<file path="config.mk">
export PLATFORM = sky130hd
export DESIGN_NAME = mmd_alu
export DESIGN_NICKNAME = d
export VERILOG_FILES = /design/src/inc/mmd_pkg.sv /design/src/logic/mmd_alu.sv
export VERILOG_INCLUDE_DIRS = /design/src /design/src/inc
export SDC_FILE = /design/constraint.sdc
export NUM_CORES = 2
export LEC_CHECK = 0
export BUFFER_PORTS_ARGS = -buffer_cell sky130_fd_sc_hd__buf_2
export CAP_MARGIN = 0
export CORE_ASPECT_RATIO = 0.6
export CORE_MARGIN = 1.5
export CORE_UTILIZATION = 45
export CTS_BUF_LIST = sky130_fd_sc_hd__clkbuf_16
export CTS_CLUSTER_SIZE = 14
export DETAILED_ROUTE_END_ITERATION = 6
export SETUP_SLACK_MARGIN = 0.05
export SYNTH_ARGS = -nofsm -noshare
export SYNTH_HDL_FRONTEND = slang
export SYNTH_SLANG_ARGS = --single-unit
</file>
<file path="constraint.sdc">
create_clock -name clk -period 14.54 [get_ports clk]
set_clock_uncertainty 0.2 [all_clocks]
set_input_delay 2.181 -clock clk [delete_from_list [all_inputs] [get_ports clk]]
set_output_delay 2.181 -clock clk [all_outputs]
set_load 0.01 [all_outputs]
</file>
<file path="src/inc/mmd_defs.svh">
// Constants for the move, multiply and divide datapath.
// Included by the datapath module only; definitions only.
`ifndef MMD_DEFS_SVH
`define MMD_DEFS_SVH

// Register indices
`define MMD_LOW_REG_MAX 4'h7
`define MMD_SP_IDX 4'hD
`define MMD_PC_IDX 4'hF

// Cycle counts from acceptance to result, less one
`define MMD_MUL_SMALL_CNT 6'h1F
`define MMD_DIV_FAST_CNT 6'h10
`define MMD_DIV_SLOW_CNT 6'h21

// Divider iterations: two bits a cycle when fast, one when slow
`define MMD_DIV_FAST_ITERS 6'h10
`define MMD_DIV_SLOW_ITERS 6'h20

`endif

</file>
<file path="src/inc/mmd_pkg.sv">
// Types shared by the move, multiply and divide datapath and its users.
// Assumes the decode stage fills a request struct per instruction.
package mmd_pkg;

    // Operation selected by decode
    typedef enum logic [3:0] {
        OP_COPY_REGISTER,
        OP_COPY_REGISTER_SET_FLAGS,
        OP_LOAD_SHORT_IMMEDIATE,
        OP_LOAD_WIDE_IMMEDIATE,
        OP_INVERTED_COPY,
        OP_LOAD_TOP_HALFWORD,
        OP_MULTIPLY_LOW_WORD,
        OP_WORD_BYTE_SWAP,
        OP_HALFWORD_PAIR_SWAP,
        OP_SIGNED_HALFWORD_SWAP,
        OP_SIGNED_DIVIDE,
        OP_UNSIGNED_DIVIDE,
        OP_SIGN_EXTEND_BYTE,
        OP_SIGN_EXTEND_HALFWORD,
        OP_ZERO_EXTEND_BYTE,
        OP_ZERO_EXTEND_HALFWORD
    } mmd_op_e;

    typedef enum logic [1:0] {
        ST_IDLE,
        ST_MUL,
        ST_DIV
    } mmd_state_e;

    // Condition flags
    typedef struct packed {
        logic n;
        logic z;
        logic c;
        logic v;
    } mmd_flags_s;

    // One instruction from decode
    typedef struct packed {
        mmd_op_e op;
        logic [3:0] dst;
        logic [3:0] src1;
        logic [3:0] src2;
        logic dst_omit;
        logic [31:0] a;
        logic [31:0] b;
        logic [31:0] dst_val;
        logic [15:0] imm16;
    } mmd_req_s;

    // Write-back answer
    typedef struct packed {
        logic done;
        logic we;
        logic illegal;
        logic [3:0] dst;
        logic [31:0] value;
        logic flags_we;
        mmd_flags_s flags;
    } mmd_res_s;

endpackage : mmd_pkg

</file>
<file path="src/logic/mmd_alu.sv">
// Move, multiply, byte-reverse, extend and divide datapath of one core.
// Assumes decode supplies operand values and indices; one clock, sync reset.
`timescale 1ns/1ns
`default_nettype none
`include "mmd_defs.svh"

module mmd_alu #(
    parameter bit SMALL_MUL = 1'b0,
    parameter bit DIV_SLOW = 1'b0
) (
    input wire logic clk,
    input wire logic rst,
    input wire logic req_valid,
    input wire mmd_pkg::mmd_req_s req,
    input wire mmd_pkg::mmd_flags_s flags_in,
    output logic busy,
    output var mmd_pkg::mmd_res_s res
);
    import mmd_pkg::*;

    // Index tests shared by the legality checks
    function automatic logic is_low(input logic [3:0] idx);
        is_low = (idx <= `MMD_LOW_REG_MAX);
    endfunction : is_low

    function automatic logic not_sp_pc(input logic [3:0] idx);
        not_sp_pc = (idx != `MMD_SP_IDX) && (idx != `MMD_PC_IDX);
    endfunction : not_sp_pc

    function automatic logic is_div(input mmd_op_e op);
        is_div = (op == OP_SIGNED_DIVIDE) || (op == OP_UNSIGNED_DIVIDE);
    endfunction : is_div

    // Register restrictions per operation; a refused encoding writes nothing
    function automatic logic op_legal(input mmd_req_s r, input logic [3:0] dst);
        op_legal = 1'b0;
        unique case (r.op)
            OP_COPY_REGISTER: op_legal = 1'b1;
            OP_COPY_REGISTER_SET_FLAGS,
            OP_INVERTED_COPY,
            OP_SIGN_EXTEND_BYTE,
            OP_SIGN_EXTEND_HALFWORD,
            OP_ZERO_EXTEND_BYTE,
            OP_ZERO_EXTEND_HALFWORD: op_legal = is_low(dst) && is_low(r.src2);
            OP_LOAD_SHORT_IMMEDIATE:
                op_legal = is_low(dst) && (r.imm16[15:8] == 8'h00);
            OP_LOAD_WIDE_IMMEDIATE: op_legal = is_low(dst);
            OP_LOAD_TOP_HALFWORD: op_legal = not_sp_pc(dst);
            OP_MULTIPLY_LOW_WORD:
                op_legal = is_low(dst) && is_low(r.src1) && (dst == r.src2);
            OP_WORD_BYTE_SWAP,
            OP_HALFWORD_PAIR_SWAP,
            OP_SIGNED_HALFWORD_SWAP: op_legal = is_low(dst) && is_low(r.src1);
            OP_SIGNED_DIVIDE,
            OP_UNSIGNED_DIVIDE:
                op_legal = not_sp_pc(dst) && not_sp_pc(r.src1) && not_sp_pc(r.src2);
        endcase
    endfunction : op_legal

    // Single-cycle results; divides take this path only when refused
    function automatic logic [31:0] quick_value(input mmd_req_s r, input logic [31:0] prod);
        quick_value = 32'h00000000;
        unique case (r.op)
            OP_COPY_REGISTER,
            OP_COPY_REGISTER_SET_FLAGS: quick_value = r.b;
            OP_LOAD_SHORT_IMMEDIATE: quick_value = {24'h000000, r.imm16[7:0]};
            OP_LOAD_WIDE_IMMEDIATE: quick_value = {16'h0000, r.imm16};
            OP_INVERTED_COPY: quick_value = ~r.b;
            OP_LOAD_TOP_HALFWORD: quick_value = {r.imm16, r.dst_val[15:0]};
            OP_MULTIPLY_LOW_WORD: quick_value = prod;
            OP_WORD_BYTE_SWAP:
                quick_value = {r.a[7:0], r.a[15:8], r.a[23:16], r.a[31:24]};
            OP_HALFWORD_PAIR_SWAP:
                quick_value = {r.a[23:16], r.a[31:24], r.a[7:0], r.a[15:8]};
            OP_SIGNED_HALFWORD_SWAP:
                quick_value = {{16{r.a[7]}}, r.a[7:0], r.a[15:8]};
            OP_SIGN_EXTEND_BYTE: quick_value = {{24{r.b[7]}}, r.b[7:0]};
            OP_SIGN_EXTEND_HALFWORD: quick_value = {{16{r.b[15]}}, r.b[15:0]};
            OP_ZERO_EXTEND_BYTE: quick_value = {24'h000000, r.b[7:0]};
            OP_ZERO_EXTEND_HALFWORD: quick_value = {16'h0000, r.b[15:0]};
            OP_SIGNED_DIVIDE,
            OP_UNSIGNED_DIVIDE: quick_value = 32'h00000000;
        endcase
    endfunction : quick_value

    // One restoring step on magnitudes: returns {remainder, quotient}
    function automatic logic [63:0] div_step(input logic [31:0] rem, input logic [31:0] quo,
                                             input logic [31:0] dvs);
        logic [32:0] trial;
        trial = {rem, quo[31]} - {1'b0, dvs};
        if (trial[32]) begin
            div_step = {rem[30:0], quo[31], quo[30:0], 1'b0};
        end else begin
            div_step = {trial[31:0], quo[30:0], 1'b1};
        end
    endfunction : div_step

    mmd_state_e state;
    mmd_req_s req_q;
    mmd_res_s next_res;
    logic [3:0] dst_q;
    logic [5:0] cnt;
    logic [5:0] iter;
    logic [31:0] mul_acc;
    logic [31:0] mul_a;
    logic [31:0] mul_b;
    logic [31:0] div_rem;
    logic [31:0] div_quo;
    logic [31:0] div_dvs;
    logic div_neg;
    logic div_dvz;

    logic accept;
    logic [3:0] dst_eff;
    logic legal;
    logic [31:0] prod_fast;
    logic [31:0] quick;
    logic sets_nz;
    logic goes_mul;
    logic start_mul;
    logic start_div;
    logic one_shot;
    logic signed_div;
    logic [31:0] a_mag;
    logic [31:0] b_mag;
    logic [5:0] div_cnt;
    logic [5:0] div_iters;
    logic [31:0] mul_next_acc;
    logic [63:0] step1;
    logic [63:0] step2;
    logic [63:0] step_sel;
    logic finish;
    logic [31:0] quo_final;
    logic [31:0] div_value;
    logic [31:0] out_value;
    logic out_flags_we;

    // Decode of the incoming request; busy requests are simply not taken
    assign accept = req_valid && (state == ST_IDLE);
    assign dst_eff = (is_div(req.op) && req.dst_omit) ? req.src1 : req.dst;
    assign legal = op_legal(req, dst_eff);
    // Low word is the same for signed and unsigned operands
    assign prod_fast = 32'(req.a * req.b);
    assign quick = quick_value(req, prod_fast);
    assign sets_nz = (req.op == OP_COPY_REGISTER_SET_FLAGS)
                  || (req.op == OP_LOAD_SHORT_IMMEDIATE)
                  || (req.op == OP_INVERTED_COPY)
                  || (req.op == OP_MULTIPLY_LOW_WORD);
    assign goes_mul = SMALL_MUL && (req.op == OP_MULTIPLY_LOW_WORD);
    assign start_mul = accept && legal && goes_mul;
    assign start_div = accept && legal && is_div(req.op);
    assign one_shot = accept && !start_mul && !start_div;

    // Divide runs on magnitudes; sign is restored at the end
    assign signed_div = (req.op == OP_SIGNED_DIVIDE);
    assign a_mag = (signed_div && req.a[31]) ? 32'(-req.a) : req.a;
    assign b_mag = (signed_div && req.b[31]) ? 32'(-req.b) : req.b;
    assign div_cnt = DIV_SLOW ? `MMD_DIV_SLOW_CNT : `MMD_DIV_FAST_CNT;
    assign div_iters = DIV_SLOW ? `MMD_DIV_SLOW_ITERS : `MMD_DIV_FAST_ITERS;

    // Iteration datapaths
    assign mul_next_acc = mul_acc + (mul_b[0] ? mul_a : 32'h00000000);
    assign step1 = div_step(div_rem, div_quo, div_dvs);
    assign step2 = div_step(step1[63:32], step1[31:0], div_dvs);
    assign step_sel = DIV_SLOW ? step1 : step2;

    // Finishing cycle; the fast divider folds its last step into it
    assign finish = (state != ST_IDLE) && (cnt == 6'h01);
    assign quo_final = (iter != 6'h00) ? step_sel[31:0] : div_quo;
    // Magnitude quotient negated, so results truncate towards zero
    assign div_value = div_dvz ? 32'h00000000
                     : (div_neg ? 32'(-quo_final) : quo_final);
    assign out_value = !finish ? quick : ((state == ST_MUL) ? mul_next_acc : div_value);
    // Top-halfword load, byte reversal, extends and divides never raise this
    assign out_flags_we = finish ? (state == ST_MUL)
                                 : (legal && sets_nz);

    // Sequencer for the multicycle operations
    always_ff @(posedge clk) begin
        if (rst) begin
            state <= ST_IDLE;
            cnt <= 6'h00;
            busy <= 1'b0;
        end else if (start_mul) begin
            state <= ST_MUL;
            cnt <= `MMD_MUL_SMALL_CNT;
            busy <= 1'b1;
        end else if (start_div) begin
            state <= ST_DIV;
            cnt <= div_cnt;
            busy <= 1'b1;
        end else if (finish) begin
            state <= ST_IDLE;
            cnt <= 6'h00;
            busy <= 1'b0;
        end else if (state != ST_IDLE) begin
            cnt <= cnt - 6'h01;
        end
    end

    // Shift-add multiplier; first step is taken at start to save a cycle
    always_ff @(posedge clk) begin
        if (rst) begin
            mul_acc <= 32'h00000000;
            mul_a <= 32'h00000000;
            mul_b <= 32'h00000000;
        end else if (start_mul) begin
            mul_acc <= req.b[0] ? req.a : 32'h00000000;
            mul_a <= {req.a[30:0], 1'b0};
            mul_b <= {1'b0, req.b[31:1]};
        end else if (state == ST_MUL) begin
            mul_acc <= mul_next_acc;
            mul_a <= {mul_a[30:0], 1'b0};
            mul_b <= {1'b0, mul_b[31:1]};
        end
    end

    // Restoring divider; a zero divisor just runs to an overridden result
    always_ff @(posedge clk) begin
        if (rst) begin
            div_rem <= 32'h00000000;
            div_quo <= 32'h00000000;
            div_dvs <= 32'h00000000;
            iter <= 6'h00;
            div_neg <= 1'b0;
            div_dvz <= 1'b0;
        end else if (start_div) begin
            div_rem <= 32'h00000000;
            div_quo <= a_mag;
            div_dvs <= b_mag;
            iter <= div_iters;
            div_neg <= signed_div && (req.a[31] ^ req.b[31]);
            div_dvz <= (req.b == 32'h00000000);
        end else if ((state == ST_DIV) && (iter != 6'h00)) begin
            div_rem <= step_sel[63:32];
            div_quo <= step_sel[31:0];
            iter <= iter - 6'h01;
        end
    end

    // Accepted request held for the write-back of multicycle results
    always_ff @(posedge clk) begin
        if (rst) begin
            req_q <= '0;
            dst_q <= 4'h0;
        end else if (accept) begin
            req_q <= req;
            dst_q <= dst_eff;
        end
    end

    // Write-back; unchanged flags are passed through from the core
    always_comb begin
        next_res = '0;
        if (one_shot || finish) begin
            next_res.done = 1'b1;
            next_res.we = finish || legal;
            next_res.illegal = one_shot && !legal;
            next_res.dst = finish ? dst_q : dst_eff;
            next_res.value = out_value;
        end
        next_res.flags_we = (one_shot || finish) && out_flags_we;
        next_res.flags.n = next_res.flags_we ? out_value[31] : flags_in.n;
        next_res.flags.z = next_res.flags_we ? (out_value == 32'h00000000) : flags_in.z;
        next_res.flags.c = flags_in.c;
        next_res.flags.v = flags_in.v;
    end

    always_ff @(posedge clk) begin
        if (rst) begin
            res <= '0;
        end else begin
            res <= next_res;
        end
    end
endmodule : mmd_alu

`default_nettype wire

</file>
==> impl_results.md <==
* Fin. Hold Viols at 0
* Wire per inst at about 24 µm
* CP Class: in -> reg
* Antenna Violating Nets Remaining at 0
* Initial core utilization at about 46%
* Die Span Y at 204.2 µm
* Area Growth Syn to Fin at 6.290%
* Distinct cells, synth at just over 90
* Relative slew slack at a little under a third
* Clock-pin transition on the worst setup and hold timing paths at around 0.060 ns
* RSZ-0062 raised after global routing: false
* Grt total ovfl at 0
* Hold Slack at roughly 0.26 ns
* Synthesis-stage register bit count at approximately 160
* # DRC at 4
* # setup viols final at 0
* R2r setup slk at approximately 4 ns
* Core area at roughly 66000 µm²
* Vias in the first global route at 26014
* Synth Area in Compound Gates at 16.66%
* Endpoint, Worst Hold: div_dvs[31]
* GP Congestion at approximately 1.0
* Top Ports at approximately 180
* Via-to-Cell Ratio at between 5 and 6
* Syn_area_per_cell at between 8 and 9 µm²
* Clock Latency Late Sink at approximately 0.5 ns
* Nets at around 4500
* Vias at between 20000 and 30000
* Root buffer cell: clkbuf_16
* Post-DP HPWL at between 80000 and 90000 µm
* Overall Global Routing Usage at 31.94%
* Placement row count at 73
* Net count after synthesis at roughly 4500
* CP Capture Type: flop
* Critical path arrival at between 10 and 15 ns
* Slew @ Worst Pin at around 1.0 ns
* Largest net degree at the start of global routing at 80
* Worst reg2reg path endpoint: res[2]
* Total negative slack at 0 ns
* Resized Gates After CTS at 0
* CTS sink cnt at about 160
* Initial antenna violation count at 11
* Layout cells sized above 1 at 7.377%
* Min cycle time layout at 11.08 ns
* First-pass detailed-route iteration total at 7
* Mapped Cells at between 3000 and 4000
* Sequential area share after synthesis at between 10% and 20%
* Tcrit/Tclk final at between 70 and 80%
* Post-CTS Hold Fix Bufs at 0
* Peak Freq at between 0.09 and 0.1 GHz
* Worst-path maximum fanout at 28
* Number of synthesized flops with an enable pin at 0
* Setup bufs post-CTS at 0
* Num CTS Buffers at 25
* Status: finished with violations
* Dominant synthesized flop cell: dfxtp_1
* Worst setup SP type: input pin
* Violated checks: DRC
* Req. time, crit path at roughly 15 ns
* Post-Synth Simple-Gate Area at 20.23%
* Post-Synth Adder-Cell Area at a little over a third
* R2R cell count at 31
* Die width at around 340 µm
* Clk buf depth at 3
* Drt initial violations at approximately 3600
* Max-cap violations at 0
* Largest family of logic cells by synthesized area: adder cells
* Drt total wl at 109900 µm
* Worst Hold Path Cells at 2
* Min-delay src: div_dvs[31]
* Most common cell after layout, fill and taps aside: inv_1
* Post-Syn Area at 30360 µm²
* Slew Limit Fails at 0
* First-pass GRT wire length at 167700 µm
* H-tree levels at 4
* R2r startpoint: div_dvs[19]
* Post-Synth XOR/XNOR Area at 6.632%
* IO buf count at between 150 and 200
* Critical Path Start: req[55]
* Hold Crit Class: reg -> reg
* DIE AREA at roughly 69000 µm²
* Fraction of registers with async set/reset at 0%
* Most frequent cells in the layout: 462 x inv_1, 440 x nand2_1, 410 x fa_1
* Mux contribution to synthesized area at 1.987%
* Syn. warnings at 0
* CTS tree: done
## metrics by stage
stage,area (µm²),worst slack (ns),cells,utilization (%)
final,32270,3.461,4661,48.52
after global routing,32260,3.315,4657,48.51
after CTS,32250,3.740,4655,48.50
after detailed placement,31590,3.260,4623,47.51
after global placement,31590,3.270,4623,47.51
after floorplan,30360,4.849,3778,-
## critical path, stage by stage
cell and delay [ns]:
buf_2 0.65, inv_1 0.56, nor2_1 0.31, fa_1 0.48, fa_1 0.45, fa_1 0.55
inv_1 0.05, fa_1 0.47, inv_1 0.05, fa_1 0.48, fa_1 0.56, fa_1 0.43
fa_1 0.49, ha_1 0.39, a21oi_1 0.22, nor2b_1 0.06, o21ai_0 0.39, nand2_1 0.13
mux2i_1 0.15, a21oi_1 0.33, nand3_1 0.28, nor4bb_1 0.32, nand4_1 0.26, nor4_1 0.82
a32o_1 0.21
## per-layer routing
metal / part of all wire, % / up-vias / track usage (%)
met3: 15 / 137 / 12.02
li1: - / 12337 / -
met4: 1.5 / 10 / 4.100
met5: 0.052 / - / 0
met2: 36 / 1565 / 41.14
met1: 48 / 13301 / 50.17
## state kept, by name, summed over array words and instances (netlist names)
signal	count
div_neg	1
busy	1
res	44
div_dvz	1
iter	6
div_rem	32
div_quo	32
div_dvs	32
dst_q	4
cnt	6
## worst max path at each step
stage | to | slack (ns) | cells after the start
finish | res[2] | 3.46 | 25
global route | res[2] | 3.31 | 26
CTS | res[2] | 3.74 | 28
detailed placement | res[2] | 3.26 | 28
global placement | res[2] | 3.27 | 28
floorplan | res[2] | 4.85 | 30
## cell usage after synthesis (21+ instances only)
| library cell | instances | area [µm²] |
|---|---|---|
| a211oi_1 | 65 | 488.0 |
| a21o_1 | 30 | 225.2 |
| a21oi_1 | 200 | 1001 |
| a22oi_1 | 45 | 337.8 |
| and2_1 | 324 | 2027 |
| clkbuf_1 | 223 | 837.1 |
| dfxtp_1 | 159 | 3183 |
| fa_1 | 410 | 8208 |
| ha_1 | 193 | 2415 |
| inv_1 | 460 | 1727 |
| mux2i_1 | 49 | 490.5 |
| nand2_1 | 440 | 1652 |
| nand2b_1 | 34 | 212.7 |
| nand3_1 | 34 | 170.2 |
| nor2_1 | 238 | 893.4 |
| nor3_1 | 45 | 225.2 |
| o211ai_1 | 31 | 232.7 |
| o21a_1 | 26 | 195.2 |
| o21ai_0 | 152 | 760.7 |
| o31ai_1 | 27 | 202.7 |
| or3_1 | 21 | 131.4 |
| xnor2_1 | 155 | 1358 |
| xor2_1 | 73 | 639.4 |
## area by class of cell
| type | instances | area, µm² |
|---|---|---|
| Antenna cell | 6 | 15.01 |
| Clock buffer | 25 | 625.6 |
| Clock inverter | 7 | 32.53 |
| Fill cell | 6645 | 34230 |
| Inverter | 461 | 1730 |
| Multi-Input combinational cell | 2903 | 24460 |
| Sequential cell | 159 | 3183 |
| Tap cell | 900 | 1126 |
| Timing Repair Buffer | 200 | 1091 |
## cell families (layout without fill, tap and decap cells)
family,after synthesis,count (layout)
and+or+nand+nor,1250,1250
DFF,159,159
muxes,58,58
AOI/OAI and AO/OA,763,763
xor gates and xnor gates,229,229
other,0,6
buffers and inverters,716,693
adders and majority gates,603,603
Power is left out: the tool's default activity adds up to more than one toggle a clock period on the data nets, which glitch-free logic cannot reach.
